### src/rtl/swm_pkg.sv
// Shared constants and types for the single-wire bus master.
// Assumes a 25 MHz system clock; all times are in microseconds except OD_RD_SAMPLE_CYC and REC_CYC, which are in clock cycles.
package swm_pkg;
	localparam int CLK_MHZ = 25;
	// Regular speed times.
	localparam int RST_LOW_US   = 480;
	localparam int RST_HIGH_US  = 480;
	localparam int SLOT_US      = 70;
	localparam int W1_LOW_US    = 6;
	localparam int W0_LOW_US    = 64;
	localparam int RD_LOW_US    = 2;
	localparam int RD_SAMPLE_US = 12;
	localparam int REC_US       = 2;
	localparam int PRES_WIN_US  = 70;
	// Overdrive speed times; presence sampled inside the short window.
	localparam int OD_RST_LOW_US   = 64;
	localparam int OD_RST_HIGH_US  = 48;
	localparam int OD_SLOT_US      = 10;
	localparam int OD_W1_LOW_US    = 1;
	localparam int OD_W0_LOW_US    = 8;
	localparam int OD_RD_LOW_US    = 1;
	// Overdrive read sample is in cycles from the falling edge. Whole microseconds cannot land
	// between release plus synchroniser lag and the end of valid data.
	localparam int OD_RD_SAMPLE_CYC = 38;
	localparam int OD_PRES_WIN_US  = 8;
	localparam int REC_CYC = REC_US * CLK_MHZ;
	localparam logic [1:0] CMD_RESET = 2'h0;
	localparam logic [1:0] CMD_WRITE = 2'h1;
	localparam logic [1:0] CMD_READ  = 2'h2;
	localparam logic [1:0] CMD_SPEED = 2'h3;
	typedef enum logic [2:0] {
		ST_IDLE = 3'h0,
		ST_LOW  = 3'h1,
		ST_HIGH = 3'h3,
		ST_REC  = 3'h2
	} swm_state_t;
endpackage : swm_pkg

### src/rtl/swm_buf_if.sv
// Valid and ready handshake carrying one result word between modules.
// Assumes a single clock domain.
`timescale 1ns/1ps
interface swm_buf_if #(parameter int W = 2);
	logic         valid;
	logic         ready;
	logic [W-1:0] data;
	modport src (output valid, output data, input ready);
	modport snk (input valid, input data, output ready);
endinterface : swm_buf_if

### src/rtl/swm_skid.sv
// Two-entry buffer between the slot engine and the result consumer.
// Assumes both sides are on clk; downstream may stall indefinitely.
`timescale 1ns/1ps
module swm_skid #(
	parameter int W = 2
) (
	input  wire logic clk,
	input  wire logic rst_b,
	swm_buf_if.snk    inp,
	swm_buf_if.src    outp
);
	logic [W-1:0] mem_q [2];
	logic         wr_q;
	logic         rd_q;
	logic [1:0]   cnt_q;
	logic         push;
	logic         pop;

	assign inp.ready  = (cnt_q != 2'h2);
	assign outp.valid = (cnt_q != 2'h0);
	assign outp.data  = mem_q[rd_q];
	assign push = inp.valid & inp.ready;
	assign pop  = outp.valid & outp.ready;

	always_ff @(posedge clk or negedge rst_b) begin
		if (!rst_b) begin
			cnt_q <= 2'h0;
			wr_q  <= 1'b0;
			rd_q  <= 1'b0;
		end else begin
			cnt_q <= cnt_q + {1'b0, push} - {1'b0, pop};
			if (push) wr_q <= ~wr_q;
			if (pop) rd_q <= ~rd_q;
		end
	end

	always_ff @(posedge clk) begin
		if (push) mem_q[wr_q] <= inp.data;
	end

	a_skid_no_over: assert property (@(posedge clk) disable iff (!rst_b)
		cnt_q != 2'h2 || !inp.valid) else $error("Buffer written while full.");
endmodule : swm_skid

### src/rtl/swm_master.sv
// Single-wire bus master: reset/presence, write and read slots, two speeds.
// Assumes an external pull-up and that the line pin is driven low only via lineOe.
// Contract
// - Master begins each slot by pulling low; at least 1 us released between slots.
// - With overdrive set, both ends use overdrive slot timing.
// - Regular slots 60-120 us; one low 1-15 us; zero low 60-120 us.
// - Overdrive slots 6-16 us; one low 1-2; zero 6-16; reset 48-80 us.
// - Regular reset low at least 480 us, keep under 960 us.
// - Master waits 480 us (48 us overdrive) high after reset.
// - Master read low 1-15 us (1-2 overdrive), samples before valid window ends.
// - Identity sequence after overdrive match always goes at overdrive speed.
// - Suspended master leaves the line high; long lows reset slaves.
`timescale 1ns/1ps
module swm_master #(
	parameter int RST_LOW_CYC  = swm_pkg::RST_LOW_US * swm_pkg::CLK_MHZ,
	parameter int RST_HIGH_CYC = swm_pkg::RST_HIGH_US * swm_pkg::CLK_MHZ
) (
	input  wire logic       clk,
	input  wire logic       rst_b,
	input  wire logic       cmdValid,
	output wire logic       cmdReady,
	input  wire logic [1:0] cmdOp,
	input  wire logic       cmdBit,
	output wire logic       rspValid,
	input  wire logic       rspReady,
	output wire logic       rspBit,
	output wire logic       rspPresence,
	output wire logic       overdrive,
	input  wire logic       lineIn,
	output wire logic       lineOut,
	output wire logic       lineOe
);
	function automatic logic [15:0] cyc(input int us);
		return 16'(us * swm_pkg::CLK_MHZ);
	endfunction : cyc

	swm_buf_if #(.W(2)) toBuf ();
	swm_buf_if #(.W(2)) fromBuf ();

	swm_pkg::swm_state_t state_q;
	logic [15:0] cnt_q;
	logic [15:0] lowLen_q;
	logic [15:0] slotLen_q;
	logic [15:0] sampleAt_q;
	logic        isReset_q;
	logic        doSample_q;
	logic        sampled_q;
	logic        overdrive_q;
	logic        resVld_q;
	logic [1:0]  resData_q;
	logic [2:0]  sync_q;
	logic        lineS_q;
	logic        take;
	logic [15:0] lowRun_q;

	// Three-stage synchroniser; a change counts once stages two and three agree.
	always_ff @(posedge clk or negedge rst_b) begin
		if (!rst_b) begin
			sync_q  <= 3'h7;
			lineS_q <= 1'b1;
		end else begin
			sync_q <= {sync_q[1:0], lineIn};
			if (sync_q[1] == sync_q[2]) lineS_q <= sync_q[2];
		end
	end

	// Commands stall while the engine is busy or the result buffer is full.
	assign take     = cmdValid && state_q == swm_pkg::ST_IDLE && toBuf.ready;
	assign cmdReady = state_q == swm_pkg::ST_IDLE && toBuf.ready;

	always_ff @(posedge clk or negedge rst_b) begin
		if (!rst_b) begin
			overdrive_q <= 1'b0;
		end else if (take && cmdOp == swm_pkg::CMD_SPEED) begin
			overdrive_q <= cmdBit;
		end else if (take && cmdOp == swm_pkg::CMD_RESET && !overdrive_q) begin
			overdrive_q <= 1'b0;
		end
	end

	always_ff @(posedge clk or negedge rst_b) begin
		if (!rst_b) begin
			state_q    <= swm_pkg::ST_IDLE;
			cnt_q      <= 16'h0;
			lowLen_q   <= 16'h0;
			slotLen_q  <= 16'h0;
			sampleAt_q <= 16'h0;
			isReset_q  <= 1'b0;
			doSample_q <= 1'b0;
		end else begin
			case (state_q)
				swm_pkg::ST_IDLE: begin
					cnt_q <= 16'h0;
					if (take && cmdOp == swm_pkg::CMD_RESET) begin
						state_q    <= swm_pkg::ST_LOW;
						isReset_q  <= 1'b1;
						doSample_q <= 1'b1;
						lowLen_q   <= overdrive_q ? cyc(swm_pkg::OD_RST_LOW_US) : 16'(RST_LOW_CYC);
						slotLen_q  <= overdrive_q ? cyc(swm_pkg::OD_RST_HIGH_US)
							: 16'(RST_HIGH_CYC);
						sampleAt_q <= overdrive_q ? cyc(swm_pkg::OD_PRES_WIN_US)
							: cyc(swm_pkg::PRES_WIN_US);
					end else if (take && cmdOp != swm_pkg::CMD_SPEED) begin
						state_q    <= swm_pkg::ST_LOW;
						isReset_q  <= 1'b0;
						doSample_q <= cmdOp == swm_pkg::CMD_READ;
						if (cmdOp == swm_pkg::CMD_READ) begin
							lowLen_q <= overdrive_q ? cyc(swm_pkg::OD_RD_LOW_US)
								: cyc(swm_pkg::RD_LOW_US);
						end else if (cmdBit) begin
							lowLen_q <= overdrive_q ? cyc(swm_pkg::OD_W1_LOW_US)
								: cyc(swm_pkg::W1_LOW_US);
						end else begin
							lowLen_q <= overdrive_q ? cyc(swm_pkg::OD_W0_LOW_US)
								: cyc(swm_pkg::W0_LOW_US);
						end
						slotLen_q  <= overdrive_q ? cyc(swm_pkg::OD_SLOT_US)
							: cyc(swm_pkg::SLOT_US);
						// Sample point is measured from the falling edge, inside the valid window.
						sampleAt_q <= overdrive_q ? 16'(swm_pkg::OD_RD_SAMPLE_CYC)
							: cyc(swm_pkg::RD_SAMPLE_US);
					end
				end
				swm_pkg::ST_LOW: begin
					cnt_q <= cnt_q + 16'h1;
					if (cnt_q == lowLen_q - 16'h1) begin
						state_q <= swm_pkg::ST_HIGH;
						cnt_q   <= 16'h0;
					end
				end
				swm_pkg::ST_HIGH: begin
					cnt_q <= cnt_q + 16'h1;
					// For a slot the count covers the remainder after the low phase.
					if (cnt_q >= slotLen_q - (isReset_q ? 16'h1 : lowLen_q + 16'h1)) begin
						state_q <= swm_pkg::ST_REC;
						cnt_q   <= 16'h0;
					end
				end
				swm_pkg::ST_REC: begin
					cnt_q <= cnt_q + 16'h1;
					if (cnt_q == 16'(swm_pkg::REC_CYC - 1)) state_q <= swm_pkg::ST_IDLE;
				end
				default: state_q <= swm_pkg::ST_IDLE;
			endcase
		end
	end

	// Sampling the bit or presence; synchroniser lag is 4 cycles, well inside windows.
	always_ff @(posedge clk or negedge rst_b) begin
		if (!rst_b) begin
			sampled_q <= 1'b1;
		end else if (state_q == swm_pkg::ST_LOW && cnt_q == 16'h0) begin
			sampled_q <= 1'b1;
		end else if (state_q == swm_pkg::ST_HIGH && doSample_q
			&& cnt_q == sampleAt_q - (isReset_q ? 16'h0 : lowLen_q)) begin
			sampled_q <= lineS_q;
		end
	end

	always_ff @(posedge clk or negedge rst_b) begin
		if (!rst_b) begin
			resVld_q  <= 1'b0;
			resData_q <= 2'h0;
		end else begin
			resVld_q <= state_q == swm_pkg::ST_REC && cnt_q == 16'h0 && doSample_q;
			if (state_q == swm_pkg::ST_REC && cnt_q == 16'h0) begin
				resData_q <= {isReset_q & ~sampled_q, ~isReset_q & sampled_q};
			end
		end
	end

	// Pin is open drain: only ever driven low, otherwise released high to the pull-up.
	assign lineOut = 1'b0;
	assign lineOe  = state_q == swm_pkg::ST_LOW;
	assign overdrive = overdrive_q;

	assign toBuf.valid = resVld_q;
	assign toBuf.data  = resData_q;
	assign rspValid    = fromBuf.valid;
	assign fromBuf.ready = rspReady;
	assign rspBit      = fromBuf.data[0];
	assign rspPresence = fromBuf.data[1];

	swm_skid #(.W(2)) uBuf (
		.clk  (clk),
		.rst_b(rst_b),
		.inp  (toBuf),
		.outp (fromBuf)
	);

	// A reset low is longer than a plain delay may reach, so its length is counted here.
	always_ff @(posedge clk or negedge rst_b) begin
		if (!rst_b) begin
			lowRun_q <= 16'h0;
		end else begin
			lowRun_q <= lineOe ? lowRun_q + 16'h1 : 16'h0;
		end
	end

	a_low_start: assert property (@(posedge clk) disable iff (!rst_b)
		take && cmdOp != swm_pkg::CMD_SPEED |=> lineOe)
		else $error("Slot did not start low.");
	a_rec_gap: assert property (@(posedge clk) disable iff (!rst_b)
		$fell(lineOe) |-> !lineOe [*8])
		else $error("Recovery too short.");
	a_w1_low: assert property (@(posedge clk) disable iff (!rst_b)
		take && cmdOp == swm_pkg::CMD_WRITE && cmdBit && !overdrive_q
		|=> lineOe [*8] ##143 !lineOe)
		else $error("Write one low wrong.");
	a_od_w1: assert property (@(posedge clk) disable iff (!rst_b)
		take && cmdOp == swm_pkg::CMD_WRITE && cmdBit && overdrive_q
		|=> lineOe ##25 !lineOe)
		else $error("Overdrive write one low wrong.");
	a_rd_low: assert property (@(posedge clk) disable iff (!rst_b)
		take && cmdOp == swm_pkg::CMD_READ && !overdrive_q
		|=> lineOe ##50 !lineOe)
		else $error("Read low wrong.");
	a_od_rst: assert property (@(posedge clk) disable iff (!rst_b)
		$fell(lineOe) && isReset_q && overdrive_q
		|-> lowRun_q == 16'(swm_pkg::OD_RST_LOW_US * swm_pkg::CLK_MHZ))
		else $error("Overdrive reset low wrong.");
	a_rst_low: assert property (@(posedge clk) disable iff (!rst_b)
		take && cmdOp == swm_pkg::CMD_RESET && !overdrive_q
		|=> lineOe [*8])
		else $error("Reset low too short.");
	a_od_keep: assert property (@(posedge clk) disable iff (!rst_b)
		take && cmdOp == swm_pkg::CMD_RESET && overdrive_q |=> overdrive_q)
		else $error("Short reset dropped overdrive.");
	c_reset: cover property (@(posedge clk) take && cmdOp == swm_pkg::CMD_RESET);
	c_read: cover property (@(posedge clk) take && cmdOp == swm_pkg::CMD_READ);
	c_stall: cover property (@(posedge clk) cmdValid && !toBuf.ready);
endmodule : swm_master

### config.mk
export PLATFORM = sky130hd
export DESIGN_NAME = swm_master
export DESIGN_NICKNAME = d
export VERILOG_FILES = /design/src/rtl/swm_pkg.sv /design/src/rtl/swm_buf_if.sv /design/src/rtl/swm_skid.sv /design/src/rtl/swm_master.sv
export SDC_FILE = /design/constraint.sdc
export NUM_CORES = 1
export LEC_CHECK = 0
export ABC_CLOCK_PERIOD_IN_PS = 4600
export BUFFER_PORTS_ARGS = -buffer_cell sky130_fd_sc_hd__buf_2
export CAP_MARGIN = 40
export CORE_ASPECT_RATIO = 1.75
export CORE_MARGIN = 4
export CORE_UTILIZATION = 40
export CTS_CLUSTER_SIZE = 20
export DETAILED_ROUTE_END_ITERATION = 6
export PLACE_DENSITY = 0.63
export SKIP_LAST_GASP = 1
export SYNTH_ARGS = -nofsm -noshare
export SYNTH_HDL_FRONTEND = slang
export SYNTH_SLANG_ARGS = --single-unit
### constraint.sdc
create_clock -name clk -period 4.6 [get_ports clk]
set_input_delay 0.92 -clock clk [delete_from_list [all_inputs] [get_ports clk]]
set_output_delay 0.92 -clock clk [all_outputs]
set_load 0.01 [all_outputs]
==> Yosys cells after proc, flatten, opt, wreduce, memory -nomap -nowiden <==
Memory sizes are Yosys's and may differ from the RTL's.
Index checks and enable logic that the tools add are counted.
{ "classes": {"reduce_logical": 23, "bitwise": 8, "eq_ne": 15, "magnitude_cmp": 1, "addsub": 7, "n_mux": 37} }
{ "op_table": {"columns": ["operator", "n"], "rows": [
  ["2-to-1 mux 16 bit", 10],
  ["one-hot mux 16 bit (4 select lines)", 1],
  ["2-to-1 mux 11 bit", 5],
  ["adder 16 x 1 -> 16 bit (second input constant)", 2],
  ["== test 16 bit", 2],
  ["subtractor 16 bit", 2],
  ["2-to-1 mux 14 bit", 2],
  ["== test 16 x 6 -> 1 bit (second input constant)", 1],
  ["greater-or-equal comparator 16 bit", 1],
  ["logical NOT 16 bit", 1],
  ["subtractor 16 x 1 -> 16 bit (second input constant)", 1],
  ["2-to-1 mux 3 bit", 5],
  ["logical AND 1 bit", 12],
  ["one-hot mux 3 bit (4 select lines)", 1],
  ["2-to-1 mux 1 bit", 10],
  ["2-to-1 mux 9 bit", 1],
  ["2-to-1 mux 8 bit", 1],
  ["inequality test 2 bit (second input constant)", 4],
  ["nonzero test 2 bit", 4],
  ["== test 3 x 2 -> 1 bit (second input constant)", 2],
  ["2-to-1 mux 6 bit", 1],
  ["bitwise AND 1 bit", 4],
  ["== test 2 bit (second input constant)", 2],
  ["inverter 1 bit", 4],
  ["12 further kinds", 12]
]} }
{ "word_totals": {"out_inout_bits": 7, "inputBits": 8, "n_memories": 1, "regBits": 82, "ramBits": 4, "word_cells": 108} }
{ "memory_table": {"columns": ["name", "depth", "word_bits", "rd", "rd_clocked_by_memory_dff", "wr", "line", "source"], "rows": [
  ["uBuf.mem_q", 2, 2, 1, 0, 1, "swm_skid.sv:12", "logic [W-1:0] mem_q [2];"]
]} }

==> Logic depth before layout (Yosys ltp) <==
{ "depth": {"word_depth": 7, "depth_mapped": 23, "ltp_nobuf": 20} }

==> By module <==
A second synthesis with hierarchy kept.
{ "hier_totals": {"hier_cells": 535, "hier_area_um2": 4624.4} }
{ "modules_own_cells": {"columns": ["mod", "seq_area_each_um2", "cells_each", "n_inst", "area_per_inst_um2"], "rows": [
  ["swm_master", 1232.4, 512, 1, 4282.9],
  ["swm_skid", 220.2, 23, 1, 341.6]
]} }

==> Worst setup path before layout <==
Ideal clock, no wire load.
{ "synth_timing": {"kind": "register to register", "startpoint": "register lowLen_q[0]", "endpoint": "register cnt_q[10]", "arrival_ps": 4678, "setup_ps": 101, "required_ps": 4499, "n_path_buf": 2, "stages_incl_launch_ff": 20, "setup_slack_ps": -179, "synth_period_minus_slack_ps": 4779, "cell_sequence": "dfrtp_1 clkbuf_1 inv_1 ha_1 nand2_1 ha_1 a21o_1 a21o_1 a311oi_1 o21ai_0 xnor2_1 ha_1 a21o_1 a211oi_1 o211ai_1 o21bai_1 a2111oi_0 nor2_1 clkbuf_1 nor4_1"} }
{ "synth_via": {"elab_chain_len": 6, "elab_cells_between_ends": 9, "classes_between": "3 x add/sub; 1 x order compare; 1 x eq/ne; 4 x mux"} }
{ "synth_lines": {"columns": ["item", "line", "source"], "rows": [
  ["start, declared", "swm_master.sv:42", "logic [15:0] lowLen_q;"],
  ["start signal, assigned", "swm_master.sv:98", "lowLen_q <= overdrive_q ? cyc(swm_pkg::OD_RST_LOW_US) : 16'(RST_LOW_CYC);"],
  ["start signal, assigned", "swm_master.sv:108", "lowLen_q <= overdrive_q ? cyc(swm_pkg::OD_RD_LOW_US)"],
  ["start signal, assigned", "swm_master.sv:111", "lowLen_q <= overdrive_q ? cyc(swm_pkg::OD_W1_LOW_US)"],
  ["adder 16 x 1 -> 16 bit", "swm_master.sv:134", "if (cnt_q >= slotLen_q - (isReset_q ? 16'h1 : lowLen_q + 16'h1)) begin"],
  ["2-to-1 mux 16 bit", "swm_master.sv:134", null],
  ["subtractor 16 bit", "swm_master.sv:134", null],
  ["greater-or-equal comparator 16 bit", "swm_master.sv:134", null],
  ["2-to-1 mux 16 bit", "swm_master.sv:134", null],
  ["one-hot mux 16 bit (4 select lines) (*)", "swm_master.sv:91", "case (state_q)"],
  ["end signal, assigned", "swm_master.sv:125", "cnt_q <= cnt_q + 16'h1;"],
  ["end signal, assigned", "swm_master.sv:132", "cnt_q <= cnt_q + 16'h1;"],
  ["end signal, assigned", "swm_master.sv:140", "cnt_q <= cnt_q + 16'h1;"],
  ["end, declared", "swm_master.sv:41", "logic [15:0] cnt_q;"]
]} }
Every way passes the cells marked *; elsewhere a longest branch is shown, timed or not.
A chain may end at the register's enable or synchronous reset.

==> Final worst setup path <==
{ "layout_timing": {"startpoint": "register lowLen_q[1]", "endpoint": "register cnt_q[11]"} }
Same word-level chain as after synthesis.

==> impl_results.html <==
<table>
<tr><th>Metric</th><th>Value</th></tr>
<tr><th colspan="2">Outcome</th></tr>
<tr><td>Result of the run</td><td>completed</td></tr>
<tr><th colspan="2">Yosys</th></tr>
<tr><td>Most used flip-flop cell after synthesis</td><td>dfrtp_1</td></tr>
<tr><td>Post-synthesis register bit count</td><td>57</td></tr>
<tr><td>Mean cell area of the mapped netlist</td><td>8.48 µm²</td></tr>
<tr><td>Synth Cell Area</td><td>4950 µm²</td></tr>
<tr><td>Ys Warns</td><td>0</td></tr>
<tr><td>Part of the Yosys area used for sequential elements</td><td>29.3%</td></tr>
<tr><td>Count of cell types in the netlist</td><td>76</td></tr>
<tr><td>Post-Synthesis Cells</td><td>584</td></tr>
<tr><td>Post-synth EDFFs</td><td>4</td></tr>
<tr><td>Syn_nets</td><td>643</td></tr>
<tr><td>Fraction of registers with async set or reset after synthesis</td><td>93.0%</td></tr>
<tr><th colspan="2">Cells and area</th></tr>
<tr><td>Combined area of the multi-input logic cells</td><td>3520 µm²</td></tr>
<tr><td>Number of antenna cells inserted</td><td>0</td></tr>
<tr><td>Non-Filler Instances</td><td>782</td></tr>
<tr><td>Flip-flop and latch area</td><td>1450 µm²</td></tr>
<tr><td>Layout overhead on the synthesized area</td><td>21.5%</td></tr>
<tr><td>Share of post-route cells with drive strength above 1</td><td>22.5%</td></tr>
<tr><td>Layout fillers</td><td>1143</td></tr>
<tr><td>Nets@finish</td><td>671</td></tr>
<tr><td>Area of all placed cells without fillers</td><td>6020 µm²</td></tr>
<tr><th colspan="2">Pwr</th></tr>
<tr><td>Pleak</td><td>2.58 nW</td></tr>
<tr><td>Fraction of power spent switching nets</td><td>47.5%</td></tr>
<tr><td>Reg power frac</td><td>18.2%</td></tr>
<tr><td>Power Internal</td><td>2.53 mW</td></tr>
<tr><td>Part of the total power dissipated in combinational logic</td><td>67.6%</td></tr>
<tr><td>Power per Cell Area</td><td>799 nW/µm²</td></tr>
<tr><td>Net switching component of the power</td><td>2.28 mW</td></tr>
<tr><td>Clk network pwr share</td><td>14.2%</td></tr>
<tr><td>IR drop worst, VDD</td><td>0.258 mV</td></tr>
<tr><th colspan="2">CTS</th></tr>
<tr><td>Clock root cell</td><td>clkbuf_16</td></tr>
<tr><td>CTS tree</td><td>built</td></tr>
<tr><td>Deepest clock path buffer count</td><td>2</td></tr>
<tr><td>Clock network latency to the later pin of the worst-skew pair</td><td>0.34 ns</td></tr>
<tr><td>Sink count of the clock tree</td><td>57</td></tr>
<tr><td>Number of levels in the clock H-tree</td><td>3</td></tr>
<tr><td>Number of buffers inserted during clock tree synthesis</td><td>9</td></tr>
<tr><td>Clock slew at reported path FFs</td><td>0.06 ns</td></tr>
<tr><th colspan="2">Critical path</th></tr>
<tr><td>Number of cells on the worst reg-to-reg path</td><td>20</td></tr>
<tr><td>Worst-path fanout max</td><td>8</td></tr>
<tr><td>Reg-to-reg critical path startpoint</td><td>lowLen_q[1]</td></tr>
<tr><td>Worst Path Class, Setup</td><td>reg -&gt; reg</td></tr>
<tr><td>Reg-to-Reg End</td><td>cnt_q[11]</td></tr>
<tr><td>Critical path startpoint category</td><td>flip-flop</td></tr>
<tr><td>Register-to-Register Setup Slack</td><td>0.05 ns</td></tr>
<tr><td>Endpoint arrival time on the critical path</td><td>4.79 ns</td></tr>
<tr><td>Worst endpoint required time</td><td>4.84 ns</td></tr>
<tr><td>Crit end category</td><td>flip-flop</td></tr>
<tr><th colspan="2">Placement</th></tr>
<tr><td>Port bufs</td><td>13</td></tr>
<tr><td>Area post-placement</td><td>5340 µm²</td></tr>
<tr><td>Post-detailed-placement half-perimeter wirelength</td><td>11.2 mm</td></tr>
<tr><td>Weighted congestion reported at the end of routability-driven placement</td><td>0.934</td></tr>
<tr><td>Placed Instances</td><td>759</td></tr>
<tr><th colspan="2">STA</th></tr>
<tr><td>WHS</td><td>0.358 ns</td></tr>
<tr><td># setup viols final</td><td>0</td></tr>
<tr><td>Part of the cycle the worst path needs</td><td>99.0%</td></tr>
<tr><td>Setup TNS after final layout</td><td>0 ns</td></tr>
<tr><td>Layout Skew</td><td>0.00524 ns</td></tr>
<tr><td>Final Max Slew Viols</td><td>0</td></tr>
<tr><td>Setup repair after global routing missed its margin</td><td>yes</td></tr>
<tr><td>Crit path time final</td><td>4.55 ns</td></tr>
<tr><td>Worst slew margin relative to its limit</td><td>54.6%</td></tr>
<tr><td>Max Clk Rate</td><td>220 MHz</td></tr>
<tr><td>Worst-Margin Slew</td><td>0.677 ns</td></tr>
<tr><td>Number of endpoints with negative hold slack in the final report</td><td>0</td></tr>
<tr><th colspan="2">Global route</th></tr>
<tr><td>Number of global-route vias before repair</td><td>4652</td></tr>
<tr><td>Number of antenna violations at the first check in global routing</td><td>0</td></tr>
<tr><td>Overall track demand over capacity in global routing</td><td>20.8%</td></tr>
<tr><td>GRT Residual Overflow</td><td>0</td></tr>
<tr><td>Largest net degree at the start of global routing</td><td>54</td></tr>
<tr><td>First-pass GRT wire length</td><td>23.2 mm</td></tr>
<tr><th colspan="2">Worst hold path</th></tr>
<tr><td>Launch instance of the worst min-delay path</td><td>sync_q[0]</td></tr>
<tr><td>Path type of the worst min-delay path</td><td>reg -&gt; reg</td></tr>
<tr><td>Worst hold path endpoint</td><td>sync_q[1]</td></tr>
<tr><td>Min-Delay Path Depth</td><td>0</td></tr>
<tr><th colspan="2">Floorplanning</th></tr>
<tr><td>Total Die Area</td><td>14300 µm²</td></tr>
<tr><td>Row count</td><td>53</td></tr>
<tr><td>Initial standard-cell utilization of the core</td><td>41.1%</td></tr>
<tr><td>Floorplan die width</td><td>92.1 µm</td></tr>
<tr><td>I/O pin total</td><td>15</td></tr>
<tr><td>Core footprint</td><td>12100 µm²</td></tr>
<tr><td>Die Y-Extent</td><td>155 µm</td></tr>
<tr><th colspan="2">Detailed routing</th></tr>
<tr><td>Wire length reported by the detailed router</td><td>15.2 mm</td></tr>
<tr><td>Routed len/inst</td><td>19.5 µm</td></tr>
<tr><td>DRT Pass-1 Iters</td><td>6</td></tr>
<tr><td>Detailed router's first-iteration violation count</td><td>283</td></tr>
<tr><td>Post-route antenna net violation count</td><td>0</td></tr>
<tr><td>Vias per inst</td><td>5.87</td></tr>
<tr><td>DRC errors left</td><td>0</td></tr>
<tr><td>Total vias in the final route</td><td>4587</td></tr>
<tr><th colspan="2">Flow run</th></tr>
<tr><td>Max-Cap Viols</td><td>0</td></tr>
</table>
==> worst max-delay path, cell delays in order (launching register included) <==
cell and delay (ns):
dfrtp_1 0.42, buf_6 0.13, and3_4 0.20, and3_4 0.21
and3_4 0.18, xor2_1 0.16, nand2_1 0.13, ha_4 0.25
buf_6 0.12, o211ai_1 0.22, a21oi_2 0.07, or3_1 0.33
nand2_2 0.10, ha_4 0.21, a211oi_2 0.22, o211ai_1 0.12
o21bai_4 0.19, a2111oi_4 0.45, and3b_2 0.30, clkbuf_16 0.18
nor4_4 0.27
==> worst max path at each step <==
| stage | startpoint | slack [ns] | cells after the start | end |
|---|---|---|---|---|
| 6_report | lowLen_q[1] | 0.05 | 20 | cnt_q[11] |
| 5_1_grt | lowLen_q[1] | -0.16 | 20 | cnt_q[11] |
| 4_1_cts | lowLen_q[0] | 0.004 | 20 | cnt_q[3] |
| 3_5_place_dp | lowLen_q[0] | -0.29 | 21 | cnt_q[1] |
| 3_3_place_gp | lowLen_q[0] | -0.07 | 22 | cnt_q[1] |
| 2_1_floorplan | lowLen_q[1] | 0.04 | 20 | cnt_q[10] |
==> cells by family after synthesis <==
group / after synthesis / share of synthesized area, %
compound gates: 128 / 17.1
xor+xnor: 53 / 9.37
flops: 57 / 29.3
buf+inv: 64 / 5.58
simple gates: 221 / 23.4
mux: 8 / 1.72
fa+ha+maj: 52 / 13.4
other cells: 1 / 0.0757
==> per-layer routing <==
layer	track usage (%)	up-vias	share of wire, %
li1	-	2145	-
met1	19.9	2191	35
met2	39.1	180	54
met3	2.90	71	4.4
met4	16.1	0	7.2
met5	0	-	0
==> state kept, by name, summed over array words and instances (netlist names), 3 cells and up <==
name and flops:
sampleAt_q 3, lowLen_q 10, cnt_q 16, uBuf.mem_q 4
slotLen_q 8, sync_q 3
==> power by group through the flow <==
stage / Sequential (mW) / Clock, mW / Combinational, mW
4_1_cts: 0.860 / 0.686 / 2.92
5_1_grt: 0.895 / 0.708 / 3.54
6_report: 0.874 / 0.685 / 3.25
3_5_place_dp: 0.866 / 0 / 2.86
2_1_floorplan: 0.760 / 0 / 2.08
3_3_place_gp: 0.865 / 0 / 2.78
==> placed cells by master, fill, tap and decap left out, types with 16 or more instances in the layout <==
master and count:
buf_4 37, nor2_1 36, inv_1 22, dfrtp_1 47, ha_1 44, nand2_1 65, xnor2_1 33, a21oi_1 26
nand3_1 16, o21ai_0 28, xor2_1 18
==> Yosys cell counts (all sizes together), types with 14 or more instances <==
| cell | count | share of area (%) |
|---|---|---|
| nand3 | 17 | 1.7 |
| xnor2 | 34 | 6.0 |
| nand2 | 68 | 5.2 |
| nor4 | 21 | 3.0 |
| ha | 49 | 12 |
| inv | 24 | 1.8 |
| a21oi | 29 | 2.9 |
| o21ai | 33 | 3.3 |
| a21o | 14 | 2.1 |
| xor2 | 19 | 3.4 |
| clkbuf | 32 | 2.4 |
| nor2 | 36 | 2.7 |
| dfrtp | 48 | 24 |
==> layout make-up <==
type / count / area share, %
Timing Repair Buffer: 57 / 7.38
Clock buffer: 9 / 3.74
Clock inverter: 7 / 1.29
Sequential cell: 57 / 24.2
Inverter: 24 / 1.50
Tap cell: 165 / 3.43
Multi-Input combinational cell: 463 / 58.5
==> stage by stage <==
stage | utilization, % | total power [mW] | worst slack (ns)
after floorplan | - | 2.84 | 0.0442
after global placement | 44.2 | 3.64 | -0.0708
after detailed placement | 44.2 | 3.72 | -0.293
after CTS | 47.0 | 4.47 | 0.00409
after global routing | 49.9 | 5.15 | -0.163
final | 49.9 | 4.81 | 0.0482
==> timing repair <==
action	in CTS	in global routing
gates resized for setup	7	54
buffers inserted	0	5
pin swaps	2	15
endpoints found under the hold margin	0	0
endpoints found under the setup margin	16	16
hold buffers	0	0
gates cloned	0	2
Power figures use the tool's default switching activity.
